<file path="src/design/cmd_inject_defs.svh">
`ifndef CMD_INJECT_DEFS_SVH
`define CMD_INJECT_DEFS_SVH
// Clock rate
`define CLK_MHZ 100
// Carrier half period in ns (500 kHz carrier)
`define CARRIER_HALF_NS 1000
`define CARRIER_HALF_CYC ((`CARRIER_HALF_NS * `CLK_MHZ) / 1000)
// Strobe period in ns (1 MHz) and its skew from carrier edges
`define STROBE_NS 1000
`define STROBE_CYC ((`STROBE_NS * `CLK_MHZ) / 1000)
`define STROBE_SKEW_NS 800
`define STROBE_SKEW_CYC ((`STROBE_SKEW_NS * `CLK_MHZ) / 1000)
// Endpoint clock half period (5 MHz)
`define EP_HALF_NS 100
`define EP_HALF_CYC ((`EP_HALF_NS * `CLK_MHZ) / 1000)
// Microsecond tick
`define US_CYC `CLK_MHZ
// Remote endpoint cycle figures, microseconds
`define REQ_A_US 16000
`define REQ_B_US 20000
`define CYCLE_US 54200
// Timeout counter taps and second counter thresholds
`define TO_STAGES 14
`define LAMP_TAP 4
`define CARRY_TAP 12
`define WARN_COUNT 4'h7
`define REVERT_COUNT 4'h8
// Tone length in microseconds
`define TONE_US 300000
// Activity one-shot length in microseconds
`define LAMP_US 200000
// Request character length in endpoint shift bits
`define REQ_BITS 8
`endif

</file>
<file path="src/design/cmd_inject_pkg.sv">
package cmd_inject_pkg;
  // Routing of the relay buffer command input
  typedef enum logic [1:0] {
    ROUTE_UPSTREAM,
    ROUTE_INJECT,
    ROUTE_HOST
  } route_type;
endpackage : cmd_inject_pkg

</file>
<file path="src/design/command_injector_output_mode_timeout.sv">
`timescale 1ns/10ps
`include "cmd_inject_defs.svh"
module command_injector_output_mode_timeout #(
  parameter int TONE_CYC = `TONE_US * `US_CYC,
  parameter int LAMP_CYC = `LAMP_US * `US_CYC,
  parameter int US_PER_TICK = `US_CYC
) (
  input wire logic core_clk_i,
  input wire logic rst_n_i,
  input wire logic cmd_nrz_i,
  input wire logic inject_busy_i,
  input wire logic mode_switch_i,
  input wire logic host_ground_n_i,
  input wire logic upstream_cmd_i,
  input wire logic monitor_data_i,
  input wire logic cycle_tick_i,
  input wire logic cycle_start_pulse_i,
  input wire logic slow_rate_n_i,
  output logic phase_flip_code_o,
  output logic inject_sw_en_n_o,
  output logic upstream_sw_en_n_o,
  output logic inject_lamp_o,
  output logic monitor_lamp_o,
  output logic upstream_command_lamp_o,
  output logic mode_lamp_o,
  output logic warn_tone_o,
  output logic revert_tone_o,
  output logic endpoint_cmd_o,
  output logic endpoint_clk_o,
  output logic time_base_clear_o
);
  // ****************************************
  // Parameter checks
  // ****************************************
  initial begin
    if (TONE_CYC < 1 || LAMP_CYC < 1 || US_PER_TICK < 1) begin
      $error("Counts must be at least one cycle");
    end
  end

  // ****************************************
  // Carrier, strobe and endpoint clock
  // ****************************************
  // Carrier divider; strobe phase skewed so sampling avoids carrier edges
  logic [7:0] car_cnt_r, car_cnt_nxt;
  logic carrier_r, carrier_nxt;
  logic [7:0] stb_cnt_r, stb_cnt_nxt;
  logic strobe;
  logic [3:0] ep_cnt_r, ep_cnt_nxt;
  logic ep_clk_r, ep_clk_nxt;
  logic code_r, code_nxt;
  logic coded;

  always_comb begin
    car_cnt_nxt = car_cnt_r + 8'h01;
    carrier_nxt = carrier_r;
    if (car_cnt_r == 8'(`CARRIER_HALF_CYC - 1)) begin
      car_cnt_nxt = 8'h00;
      carrier_nxt = ~carrier_r;
    end
    stb_cnt_nxt = (stb_cnt_r == 8'(`STROBE_CYC - 1)) ? 8'h00 : stb_cnt_r + 8'h01;
    ep_cnt_nxt = ep_cnt_r + 4'h1;
    ep_clk_nxt = ep_clk_r;
    if (ep_cnt_r == 4'(`EP_HALF_CYC - 1)) begin
      ep_cnt_nxt = 4'h0;
      ep_clk_nxt = ~ep_clk_r;
    end
  end

  // Strobe fires skew cycles after each carrier edge-aligned period start
  assign strobe = (stb_cnt_r == 8'(`STROBE_SKEW_CYC));
  // One bit inverts phase, zero keeps it
  assign coded = cmd_nrz_i ^ carrier_r;

  always_comb begin
    code_nxt = code_r;
    if (strobe) begin
      code_nxt = coded;
    end
  end

  always_ff @(posedge core_clk_i or negedge rst_n_i) begin
    if (!rst_n_i) begin
      car_cnt_r <= 8'h00;
      carrier_r <= 1'b0;
      stb_cnt_r <= 8'h00;
      ep_cnt_r <= 4'h0;
      ep_clk_r <= 1'b0;
      code_r <= 1'b0;
    end else begin
      car_cnt_r <= car_cnt_nxt;
      carrier_r <= carrier_nxt;
      stb_cnt_r <= stb_cnt_nxt;
      ep_cnt_r <= ep_cnt_nxt;
      ep_clk_r <= ep_clk_nxt;
      code_r <= code_nxt;
    end
  end

  // ****************************************
  // Mode and timeout
  // ****************************************
  logic inject_r, inject_nxt;
  logic sw_d_r, sw_d_nxt;
  logic [`TO_STAGES-1:0] to_cnt_r, to_cnt_nxt;
  logic [3:0] sec_cnt_r, sec_cnt_nxt;
  logic carry_d_r, carry_d_nxt;
  logic entering;
  logic revert;

  // Switch edge sets mode; holding switch does not rearm after timeout
  assign entering = mode_switch_i & ~sw_d_r & ~inject_r;
  assign revert = inject_r & (sec_cnt_r == `REVERT_COUNT);

  always_comb begin
    inject_nxt = inject_r;
    to_cnt_nxt = to_cnt_r;
    sec_cnt_nxt = sec_cnt_r;
    carry_d_nxt = to_cnt_r[`CARRY_TAP];
    sw_d_nxt = mode_switch_i;
    if (entering) begin
      inject_nxt = 1'b1;
      to_cnt_nxt = '0;
      sec_cnt_nxt = 4'h0;
    end else if (revert) begin
      inject_nxt = 1'b0;
      sec_cnt_nxt = 4'h0;
    end else if (inject_r) begin
      if (cycle_tick_i) begin
        to_cnt_nxt = to_cnt_r + 1'b1;
      end
      if (to_cnt_r[`CARRY_TAP] & ~carry_d_r) begin
        sec_cnt_nxt = sec_cnt_r + 4'h1;
      end
    end
  end

  always_ff @(posedge core_clk_i or negedge rst_n_i) begin
    if (!rst_n_i) begin
      inject_r <= 1'b0;
      sw_d_r <= 1'b0;
      to_cnt_r <= '0;
      sec_cnt_r <= 4'h0;
      carry_d_r <= 1'b0;
    end else begin
      inject_r <= inject_nxt;
      sw_d_r <= sw_d_nxt;
      to_cnt_r <= to_cnt_nxt;
      sec_cnt_r <= sec_cnt_nxt;
      carry_d_r <= carry_d_nxt;
    end
  end

  // ****************************************
  // Routing
  // ****************************************
  // Host ground pre-empts both sources
  function automatic cmd_inject_pkg::route_type route_of(input logic inj, input logic host_n);
    if (!host_n) begin
      route_of = cmd_inject_pkg::ROUTE_HOST;
    end else if (inj) begin
      route_of = cmd_inject_pkg::ROUTE_INJECT;
    end else begin
      route_of = cmd_inject_pkg::ROUTE_UPSTREAM;
    end
  endfunction : route_of

  cmd_inject_pkg::route_type route;
  assign route = route_of(inject_nxt, host_ground_n_i);

  // ****************************************
  // One-shots, tones and lamps
  // ****************************************
  localparam int NSHOT = 5;
  logic [NSHOT-1:0] trig;
  logic [NSHOT-1:0] watch;
  logic [NSHOT-1:0] watch_d_r;
  logic [NSHOT-1:0] shot_on;

  assign watch = {revert, sec_cnt_r == `WARN_COUNT, monitor_data_i, upstream_cmd_i, inject_busy_i & inject_r};
  // Lamps retrigger on any edge; tones fire on rising edge only
  assign trig[0] = watch[0] ^ watch_d_r[0];
  assign trig[1] = watch[1] ^ watch_d_r[1];
  assign trig[2] = watch[2] ^ watch_d_r[2];
  assign trig[3] = watch[3] & ~watch_d_r[3];
  assign trig[4] = watch[4] & ~watch_d_r[4];

  // Previous watched levels; without them no edge could ever be seen
  always_ff @(posedge core_clk_i or negedge rst_n_i) begin
    if (!rst_n_i) begin
      watch_d_r <= '0;
    end else begin
      watch_d_r <= watch;
    end
  end

  genvar g;
  generate
    for (g = 0; g < NSHOT; g++) begin : g_shot
      localparam int LEN = (g < 3) ? LAMP_CYC : TONE_CYC;
      logic [31:0] cnt_r, cnt_nxt;
      always_comb begin
        cnt_nxt = (cnt_r != 32'h0000_0000) ? cnt_r - 32'h0000_0001 : cnt_r;
        if (trig[g]) begin
          cnt_nxt = 32'(LEN);
        end
      end
      always_ff @(posedge core_clk_i or negedge rst_n_i) begin
        if (!rst_n_i) begin
          cnt_r <= 32'h0000_0000;
        end else begin
          cnt_r <= cnt_nxt;
        end
      end
      assign shot_on[g] = (cnt_nxt != 32'h0000_0000);
    end
  endgenerate

  // ****************************************
  // Remote endpoint cycle and requests
  // ****************************************
  logic [7:0] us_cnt_r, us_cnt_nxt;
  logic [15:0] cyc_us_r, cyc_us_nxt;
  logic [3:0] req_cnt_r, req_cnt_nxt;
  logic [5:0] bit_div_r, bit_div_nxt;
  logic restart;
  logic req_start;

  // 200 kHz endpoint bit rate: 500 cycles, counted as us ticks of 5
  assign restart = ~slow_rate_n_i & (cyc_us_r == 16'(`CYCLE_US));
  assign req_start = ~slow_rate_n_i & (us_cnt_r == 8'h00) &
                     ((cyc_us_r == 16'(`REQ_A_US)) | (cyc_us_r == 16'(`REQ_B_US)));

  always_comb begin
    us_cnt_nxt = (us_cnt_r == 8'(US_PER_TICK - 1)) ? 8'h00 : us_cnt_r + 8'h01;
    cyc_us_nxt = cyc_us_r;
    if (us_cnt_r == 8'(US_PER_TICK - 1)) begin
      cyc_us_nxt = cyc_us_r + 16'h0001;
    end
    if (cycle_start_pulse_i | restart) begin
      us_cnt_nxt = 8'h00;
      cyc_us_nxt = 16'h0000;
    end
    req_cnt_nxt = req_cnt_r;
    bit_div_nxt = bit_div_r;
    if (req_start) begin
      req_cnt_nxt = 4'(`REQ_BITS);
      bit_div_nxt = 6'h00;
    end else if (req_cnt_r != 4'h0 && us_cnt_r == 8'h00) begin
      bit_div_nxt = (bit_div_r == 6'h04) ? 6'h00 : bit_div_r + 6'h01;
      if (bit_div_r == 6'h04) begin
        req_cnt_nxt = req_cnt_r - 4'h1;
      end
    end
  end

  always_ff @(posedge core_clk_i or negedge rst_n_i) begin
    if (!rst_n_i) begin
      us_cnt_r <= 8'h00;
      cyc_us_r <= 16'h0000;
      req_cnt_r <= 4'h0;
      bit_div_r <= 6'h00;
    end else begin
      us_cnt_r <= us_cnt_nxt;
      cyc_us_r <= cyc_us_nxt;
      req_cnt_r <= req_cnt_nxt;
      bit_div_r <= bit_div_nxt;
    end
  end

  // ****************************************
  // Registered outputs
  // ****************************************
  always_ff @(posedge core_clk_i or negedge rst_n_i) begin
    if (!rst_n_i) begin
      phase_flip_code_o <= 1'b0;
      inject_sw_en_n_o <= 1'b1;
      upstream_sw_en_n_o <= 1'b0;
      inject_lamp_o <= 1'b0;
      monitor_lamp_o <= 1'b0;
      upstream_command_lamp_o <= 1'b0;
      mode_lamp_o <= 1'b0;
      warn_tone_o <= 1'b0;
      revert_tone_o <= 1'b0;
      endpoint_cmd_o <= 1'b0;
      endpoint_clk_o <= 1'b0;
      time_base_clear_o <= 1'b0;
    end else begin
      phase_flip_code_o <= code_nxt;
      inject_sw_en_n_o <= (route != cmd_inject_pkg::ROUTE_INJECT);
      upstream_sw_en_n_o <= (route != cmd_inject_pkg::ROUTE_UPSTREAM);
      inject_lamp_o <= shot_on[0];
      upstream_command_lamp_o <= shot_on[1];
      monitor_lamp_o <= shot_on[2];
      warn_tone_o <= shot_on[3];
      revert_tone_o <= shot_on[4];
      mode_lamp_o <= inject_nxt & to_cnt_nxt[`LAMP_TAP];
      endpoint_cmd_o <= cmd_nrz_i | (req_cnt_nxt != 4'h0);
      endpoint_clk_o <= ep_clk_nxt;
      time_base_clear_o <= restart | cycle_start_pulse_i;
    end
  end

  // ****************************************
  // Assertions
  // ****************************************
  property p_host_off;
    @(posedge core_clk_i) disable iff (!rst_n_i)
      !host_ground_n_i |=> (inject_sw_en_n_o && upstream_sw_en_n_o);
  endproperty
  a_host_off: assert property (p_host_off) else $error("Host ground did not free both switches");
  property p_exclusive;
    @(posedge core_clk_i) disable iff (!rst_n_i) inject_sw_en_n_o || upstream_sw_en_n_o;
  endproperty
  a_exclusive: assert property (p_exclusive) else $error("Both sources enabled");
  property p_revert;
    @(posedge core_clk_i) disable iff (!rst_n_i) revert |=> !inject_r ##1 revert_tone_o;
  endproperty
  a_revert: assert property (p_revert) else $error("Timeout did not revert with tone");
  property p_clear;
    @(posedge core_clk_i) disable iff (!rst_n_i) entering |=> (to_cnt_r == '0 && sec_cnt_r == 4'h0);
  endproperty
  a_clear: assert property (p_clear) else $error("Timeout not cleared on entry");
  property p_sample;
    @(posedge core_clk_i) disable iff (!rst_n_i) !strobe |=> $stable(code_r);
  endproperty
  a_sample: assert property (p_sample) else $error("Coded output moved off strobe");
  property p_warn;
    @(posedge core_clk_i) disable iff (!rst_n_i) $rose(sec_cnt_r == `WARN_COUNT) |-> ##2 warn_tone_o;
  endproperty
  a_warn: assert property (p_warn) else $error("Warning tone missing");
  property p_or;
    @(posedge core_clk_i) disable iff (!rst_n_i) cmd_nrz_i |=> endpoint_cmd_o;
  endproperty
  a_or: assert property (p_or) else $error("Command not merged onto endpoint input");
  property p_eclk;
    @(posedge core_clk_i) disable iff (!rst_n_i) $rose(ep_clk_r) |-> ##10 $fell(ep_clk_r);
  endproperty
  a_eclk: assert property (p_eclk) else $error("Endpoint clock period wrong");
endmodule : command_injector_output_mode_timeout

</file>
<file path="config.mk">
export PLATFORM = sky130hd
export DESIGN_NAME = command_injector_output_mode_timeout
export DESIGN_NICKNAME = d
export VERILOG_FILES = /design/src/design/cmd_inject_pkg.sv /design/src/design/command_injector_output_mode_timeout.sv
export VERILOG_INCLUDE_DIRS = /design/src /design/src/design
export SDC_FILE = /design/constraint.sdc
export NUM_CORES = 1
export LEC_CHECK = 0
export ABC_AREA = 1
export BUFFER_PORTS_ARGS = -buffer_cell sky130_fd_sc_hd__buf_2
export CAP_MARGIN = 20
export CORE_MARGIN = 2
export CORE_UTILIZATION = 40
export CTS_BUF_LIST = sky130_fd_sc_hd__clkbuf_4 sky130_fd_sc_hd__clkbuf_8
export CTS_CLUSTER_DIAMETER = 150
export DETAILED_ROUTE_END_ITERATION = 8
export REMOVE_ABC_BUFFERS = 1
export SLEW_MARGIN = 10
export SYNTH_ARGS = -nofsm -noshare
export SYNTH_HDL_FRONTEND = slang
export SYNTH_SLANG_ARGS = --single-unit
</file>
<file path="constraint.sdc">
create_clock -name core_clk_i -period 2.2 [get_ports core_clk_i]
set_input_delay 0.44 -clock core_clk_i [delete_from_list [all_inputs] [get_ports core_clk_i]]
set_output_delay 0.44 -clock core_clk_i [all_outputs]
set_load 0.005 [all_outputs]
</file>
# Word level (Yosys, flattened, before mapping)
# Cells that the tools add are included.
# classes
n_reduce_logical	23
mux	35
n_addsub	14
bitwise	26
eq_ne	13
# ops
op	n
32-bit 2-to-1 mux	10
32-bit nonzero test	10
32-bit by 1-bit subtractor with 32-bit output, second input constant	5
14-bit 2-to-1 mux	4
8-bit by 7-bit == test with 1-bit output, second input constant	4
16-bit 2-to-1 mux	2
4-bit 2-to-1 mux	8
8-bit 2-to-1 mux	4
8-bit by 1-bit adder with 8-bit output, second input constant	3
6-bit 2-to-1 mux	3
16-bit by 1-bit adder with 16-bit output, second input constant	1
16-bit by 14-bit == test with 1-bit output, second input constant	1
16-bit by 15-bit == test with 1-bit output, second input constant	1
16-bit == test, second input constant	1
14-bit by 1-bit adder with 14-bit output, second input constant	1
1-bit AND	11
2-bit nonzero test	5
4-bit by 1-bit adder with 4-bit output, second input constant	2
4-bit == test, second input constant	2
8-bit zero test	1
1-bit NOT	8
4-bit nonzero test	2
6-bit by 1-bit adder with 6-bit output, second input constant	1
6-bit by 3-bit == test with 1-bit output, second input constant	1
other kinds (12)	20
# word_totals
word_cells	143
input_bits	11
reg_bits	253

# Depth between registers and ports, before layout
# depth
word_depth	7
mapped_depth	15
ltp_nobuf	15

# Worst setup path before layout
# Ideal clock, no wire load.
# synth_path
path_type	flip-flop to flip-flop
startpoint	register g_shot[0].cnt_r[0]
endpoint	register inject_lamp_o
path_slack_ns	0.364
required_ns	2.075
arrival_time_ns	1.710
path_stages_with_launch	15
synth_period_minus_slack_ns	1.836
setup_ns	0.125
path_cell_list	dfrtp_1 -> inv_1 -> ha_1 -> nand2_2 -> nor2_1 -> and2_1 -> nand2_1 -> nand2_1 -> nand2_1 -> nand2_1 -> nor2_1 -> nor2_1 -> nand2_1 -> nor2_1 -> nand3_1
# synth_between
elab_chain_cells	4
word_cells_on_any_way	5
cone_classes	add/sub (1); mux (2); reduce/logical (2)
# synth_lines
element	line	source
from (decl)	command_injector_output_mode_timeout.sv:201	logic [31:0] cnt_r, cnt_nxt;
from (signal assigned)	command_injector_output_mode_timeout.sv:212	cnt_r <= cnt_nxt;
32-bit by 1-bit subtractor with 32-bit output or 32-bit nonzero test (tied branches)	command_injector_output_mode_timeout.sv:203	cnt_nxt = (cnt_r != 32'h0000_0000) ? cnt_r - 32'h0000_0001 : cnt_r;
32-bit 2-to-1 mux *	command_injector_output_mode_timeout.sv:203	
32-bit 2-to-1 mux *	command_injector_output_mode_timeout.sv:204	if (trig[g]) begin
net g_shot[0].cnt_nxt[30]	command_injector_output_mode_timeout.sv:201	
32-bit nonzero test *	command_injector_output_mode_timeout.sv:215	assign shot_on[g] = (cnt_nxt != 32'h0000_0000);
net shot_on[0]	command_injector_output_mode_timeout.sv:178	logic [NSHOT-1:0] shot_on;
to (signal assigned)	command_injector_output_mode_timeout.sv:292	inject_lamp_o <= shot_on[0];
to (decl)	command_injector_output_mode_timeout.sv:22	output logic inject_lamp_o,
# The timed path passes the listed nets; every way through them passes the cells marked *.
# A chain may end at the register's enable or synchronous reset.

# Final worst setup path
# layout_path
startpoint	register g_shot[3].cnt_r[3]
endpoint	register warn_tone_o
# layout_between
elab_chain_cells	4
word_cells_on_any_way	5
cone_classes	add/sub (1); mux (2); reduce/logical (2)
# layout_lines
element	line	source
from (decl)	command_injector_output_mode_timeout.sv:201	
from (signal assigned)	command_injector_output_mode_timeout.sv:212	
32-bit by 1-bit subtractor with 32-bit output or 32-bit nonzero test (tied branches)	command_injector_output_mode_timeout.sv:203	
32-bit 2-to-1 mux *	command_injector_output_mode_timeout.sv:203	
32-bit 2-to-1 mux *	command_injector_output_mode_timeout.sv:204	
32-bit nonzero test *	command_injector_output_mode_timeout.sv:215	
net shot_on[3]	command_injector_output_mode_timeout.sv:178	
to (signal assigned)	command_injector_output_mode_timeout.sv:295	warn_tone_o <= shot_on[3];
to (decl)	command_injector_output_mode_timeout.sv:26	output logic warn_tone_o,
# Marks and branches as above.

==> metrics list <==
* Setup repair after global routing missed its margin: yes
- Maximum clock rate: 485 MHz
* Worst-path fanout max: 8
- Synthesis-to-layout area growth: 17.8%
* Cells traversed along the worst timing path: nor2_2 -> nand2_1 -> nor2_4 -> buf_4 -> nand4_1 -> xnor2_1 -> nand3_1 -> nand3_2 -> nor2_1 -> nand3_1
- For the worst-skew pair, the clock arrives at the later sink with an insertion delay of 0.62 ns.
- Of the post-synthesis cell area, the dominant cell type holds 0.396.
* Area enclosed by the die boundary: 41300 um2
- The analysis attributes to cell leakage a power of 9.69 nW.
* Post-DRT Antenna Nets: 0
- Ratio of routed vias to standard cells: 4.89
- Synthesis produced a netlist whose cell count is 2324.
* First-pass GRT wire length: 69.3 mm
- The critical path is of the flip-flop to flip-flop type.
- Worst EP arrival: 2.55 ns
- Initial antenna violation count: 0
- Synth area leader: dfrtp_1
- Worst slack after detailed placement: -0.0581 ns
* Max-capacitance violation count: 0
- The repair_antennas step left the layout with diodes totalling 0.
- Cell with the largest stage delay on the worst path: dfrtp_1
- Residual DRC count: 0
- Counting along the longest clock path gives a buffer depth of 3.
- The Yosys step of the flow raised 0 warnings.
- Crit-path max cell delay: 0.42 ns
* Max Clock Skew: around 0.027 ns
* Share of post-route cells with drive strength above 1: 0.163
- Height of the die: approximately 200 um
- Leading cell type in the layout, fill and taps excluded: nand2_1
- Sequential-to-total area share from yosys stat: 0.397
* Cell repeated most along the worst path: nand3_1
* Instance count along the most critical hold path: 3
* Buffer cell driving the clock tree root: clkbuf_8
- Number of DRC markers in iteration 0: roughly 990
- Minimum hold slack: 0.102 ns
- Yosys attributes the largest share of cell area to dfrtp_1, nand2_1, nor2_1.
* Final Core Density: 0.481
- TritonCTS sink count: between 200 and 300
- Post-Route Setup TNS: 0 ns
* WL/cell: approximately 14 um
- Worst Slack Setup Final: 0.138 ns
- At the end of routability-driven placement, the weighted congestion stood at 0.957.
- Count of pins over their slew limit: 0
- Worst Path Required: roughly 2.7 ns
- Grt total ovfl: 0
* Port Buffer Count: 22
- Type of element capturing the critical path: flip-flop
- Of the available clock period, the critical path in the final layout requires 0.937.
* FP Rows: 72
- Fill count: between 3000 and 4000
- Entering global routing, the biggest net connects 64 pins.
- Number of buffers created by CTS: 47
- Counting flops and latches in the post-synthesis netlist gives 252.
* Worst-case vdd ir drop: roughly 0.57 mV
- Total Routing Usage GR: 0.204
* Total wire length: 41.1 mm
* Proportion of synthesized flip-flops having asynchronous set or reset: 1.00
- Worst hold-check path type: input port to flip-flop
- Status: finished, final reports clean
- Clk slew on worst S/H paths: roughly 0.07 ns
* Number of vias after detailed routing: 14800
- Number of setup violations in the final report: 0
- Core Box Area: between 30000 and 40000 um2
* CTS H-tree lvls: 2
* First drt pass iteration count: 7
* Synthesized area per cell: between 6 and 7 um2
* Cell variety after synth: 47
* Num ports: 23
- The worst pin sits at a relative slew slack of 0.531.
* Leading register cell type out of synthesis: dfrtp_1
- Worst setup SP type: flip-flop
* Endpoints failing hold: 0
* CTS tree: yes
- For the pin with the worst max-slew slack, the measured transition is 0.698 ns.
- The floorplan step set the die width to 203 um.
* Vias in the first global route: around 14000
* Most frequent cells in the layout: nand2_1, nor2_1, inv_1
* Number of nets at the end of the flow: roughly 2500
* Power density over the cells: slightly below 1000 nW/um2
* Starting density of the core: 0.408
* Number of flops mapped to enable cells by yosys: 0
- Time the final worst path needs with I/O delays and setup: about 2.1 ns
- Counting cells, the worst reg-to-reg path comes to 10.
- The cell area that synthesis handed to floorplanning was 15900 um2.
- HPWL reported at the end of detailed placement: 31.2 mm
==> cells by family after synthesis <==
logic type	synth area share
and+or+nand+nor	0.405
adders and majority gates	0.0181
AOI/OAI and AO/OA	0.0386
buffers and inverters	0.0974
xor gates and xnor gates	0.0430
DFF	0.397
==> repair_timing <==
item / in CTS / in global routing
endpoints found under the hold margin: 32 / 0
hold buffers: 5 / 0
pin swaps: 0 / 14
resized for setup: 2 / 107
setup endpoints to repair: 2 / 11
setup buffers: 0 / 9
==> flip-flops by register name, summed over array words and instances (netlist names), 4 cells and up <==
name	flops
watch_d_r	5
cyc_us_r	16
bit_div_r	6
to_cnt_r	13
req_cnt_r	4
ep_cnt_r	4
us_cnt_r	8
sec_cnt_r	4
car_cnt_r	8
stb_cnt_r	8
g_shot.cnt_r	160
==> worst max-delay path, delay by kind of cell (launching register included) <==
family	cells	cell delay, ns
AND/OR/NAND/NOR	8	1.17
buffers and inverters	1	0.18
XOR/XNOR	1	0.17
flip-flops	1	0.42
==> metal layers <==
| metal | routed length (um) | up-vias | global-route usage | part of all wire |
|---|---|---|---|---|
| met2 | 18100 | 339 | 0.319 | 0.44 |
| met1 | 19600 | 6825 | 0.285 | 0.48 |
| met5 | 0 | - | 0 | 0 |
| met4 | 1260 | 0 | 0.0774 | 0.031 |
| li1 | - | 7585 | - | - |
| met3 | 2090 | 98 | 0.0312 | 0.051 |
==> report_power, final <==
group	total [W]	switching (W)	internal (W)
Clock	0.00489	0.00209	0.00281
Combinational	0.00664	0.00424	0.00240
Sequential	0.00645	0.000910	0.00554
Total	0.0180	0.00724	0.0107
==> through the flow <==
stage / cells / total power, W / instance area, um2
floorplan: 2297 / 0.0106 / 15700
global placement: 2940 / 0.0127 / 17300
detailed placement: 2940 / 0.0128 / 17300
CTS: 3030 / 0.0178 / 18400
global route: 3039 / 0.0194 / 18700
finish: 3039 / 0.0180 / 18700
==> synth_stat cells, drive strengths merged (3+ instances only) <==
| library cell | instances |
|---|---|
| xnor2 | 20 |
| inv | 360 |
| nand4 | 61 |
| o21ai | 57 |
| buf | 18 |
| nor3b | 3 |
| nand2 | 620 |
| ha | 23 |
| clkinv | 3 |
| nand3 | 207 |
| a211oi | 4 |
| dfrtp | 251 |
| clkbuf | 9 |
| nor2 | 504 |
| a21oi | 37 |
| xor2 | 55 |
| and2 | 8 |
| or2 | 3 |
| nand3b | 6 |
| nor3 | 50 |
| o21a | 4 |
| nor4 | 10 |
==> final timing paths <==
| path | end | slack [ns] | startpoint |
|---|---|---|---|
| worst max-delay path | warn_tone_o$_DFF_PN0_ | 0.14 | g_shot[3].cnt_r[3]$_DFF_PN0_ |
| worst min-delay path | endpoint_cmd_o$_DFF_PN0_ | 0.10 | cmd_nrz_i |
| worst max register to register | warn_tone_o$_DFF_PN0_ | 0.14 | g_shot[3].cnt_r[3]$_DFF_PN0_ |
| worst min register to register | carry_d_r$_DFF_PN0_ | 0.42 | to_cnt_r[12]$_DFFE_PN0P_ |
| max in group asynchronous | g_shot[1].cnt_r[8]$_DFF_PN0_ | 1.22 | rst_n_i |
| min in group asynchronous | g_shot[0].cnt_r[0]$_DFF_PN0_ | 0.31 | rst_n_i |
==> layout make-up <==
cell class / instances / area, um2 / area share
multi-input combinational: 1682 / 8260 / 0.442
sequential: 252 / 6310 / 0.337
inverter: 363 / 1390 / 0.0744
timing repair buffer: 139 / 1070 / 0.0574
clock buffer: 68 / 880 / 0.0470
tap: 518 / 648 / 0.0347
clock inverter: 17 / 138 / 0.00736
Note: power is estimated with default switching activity, not from simulation.
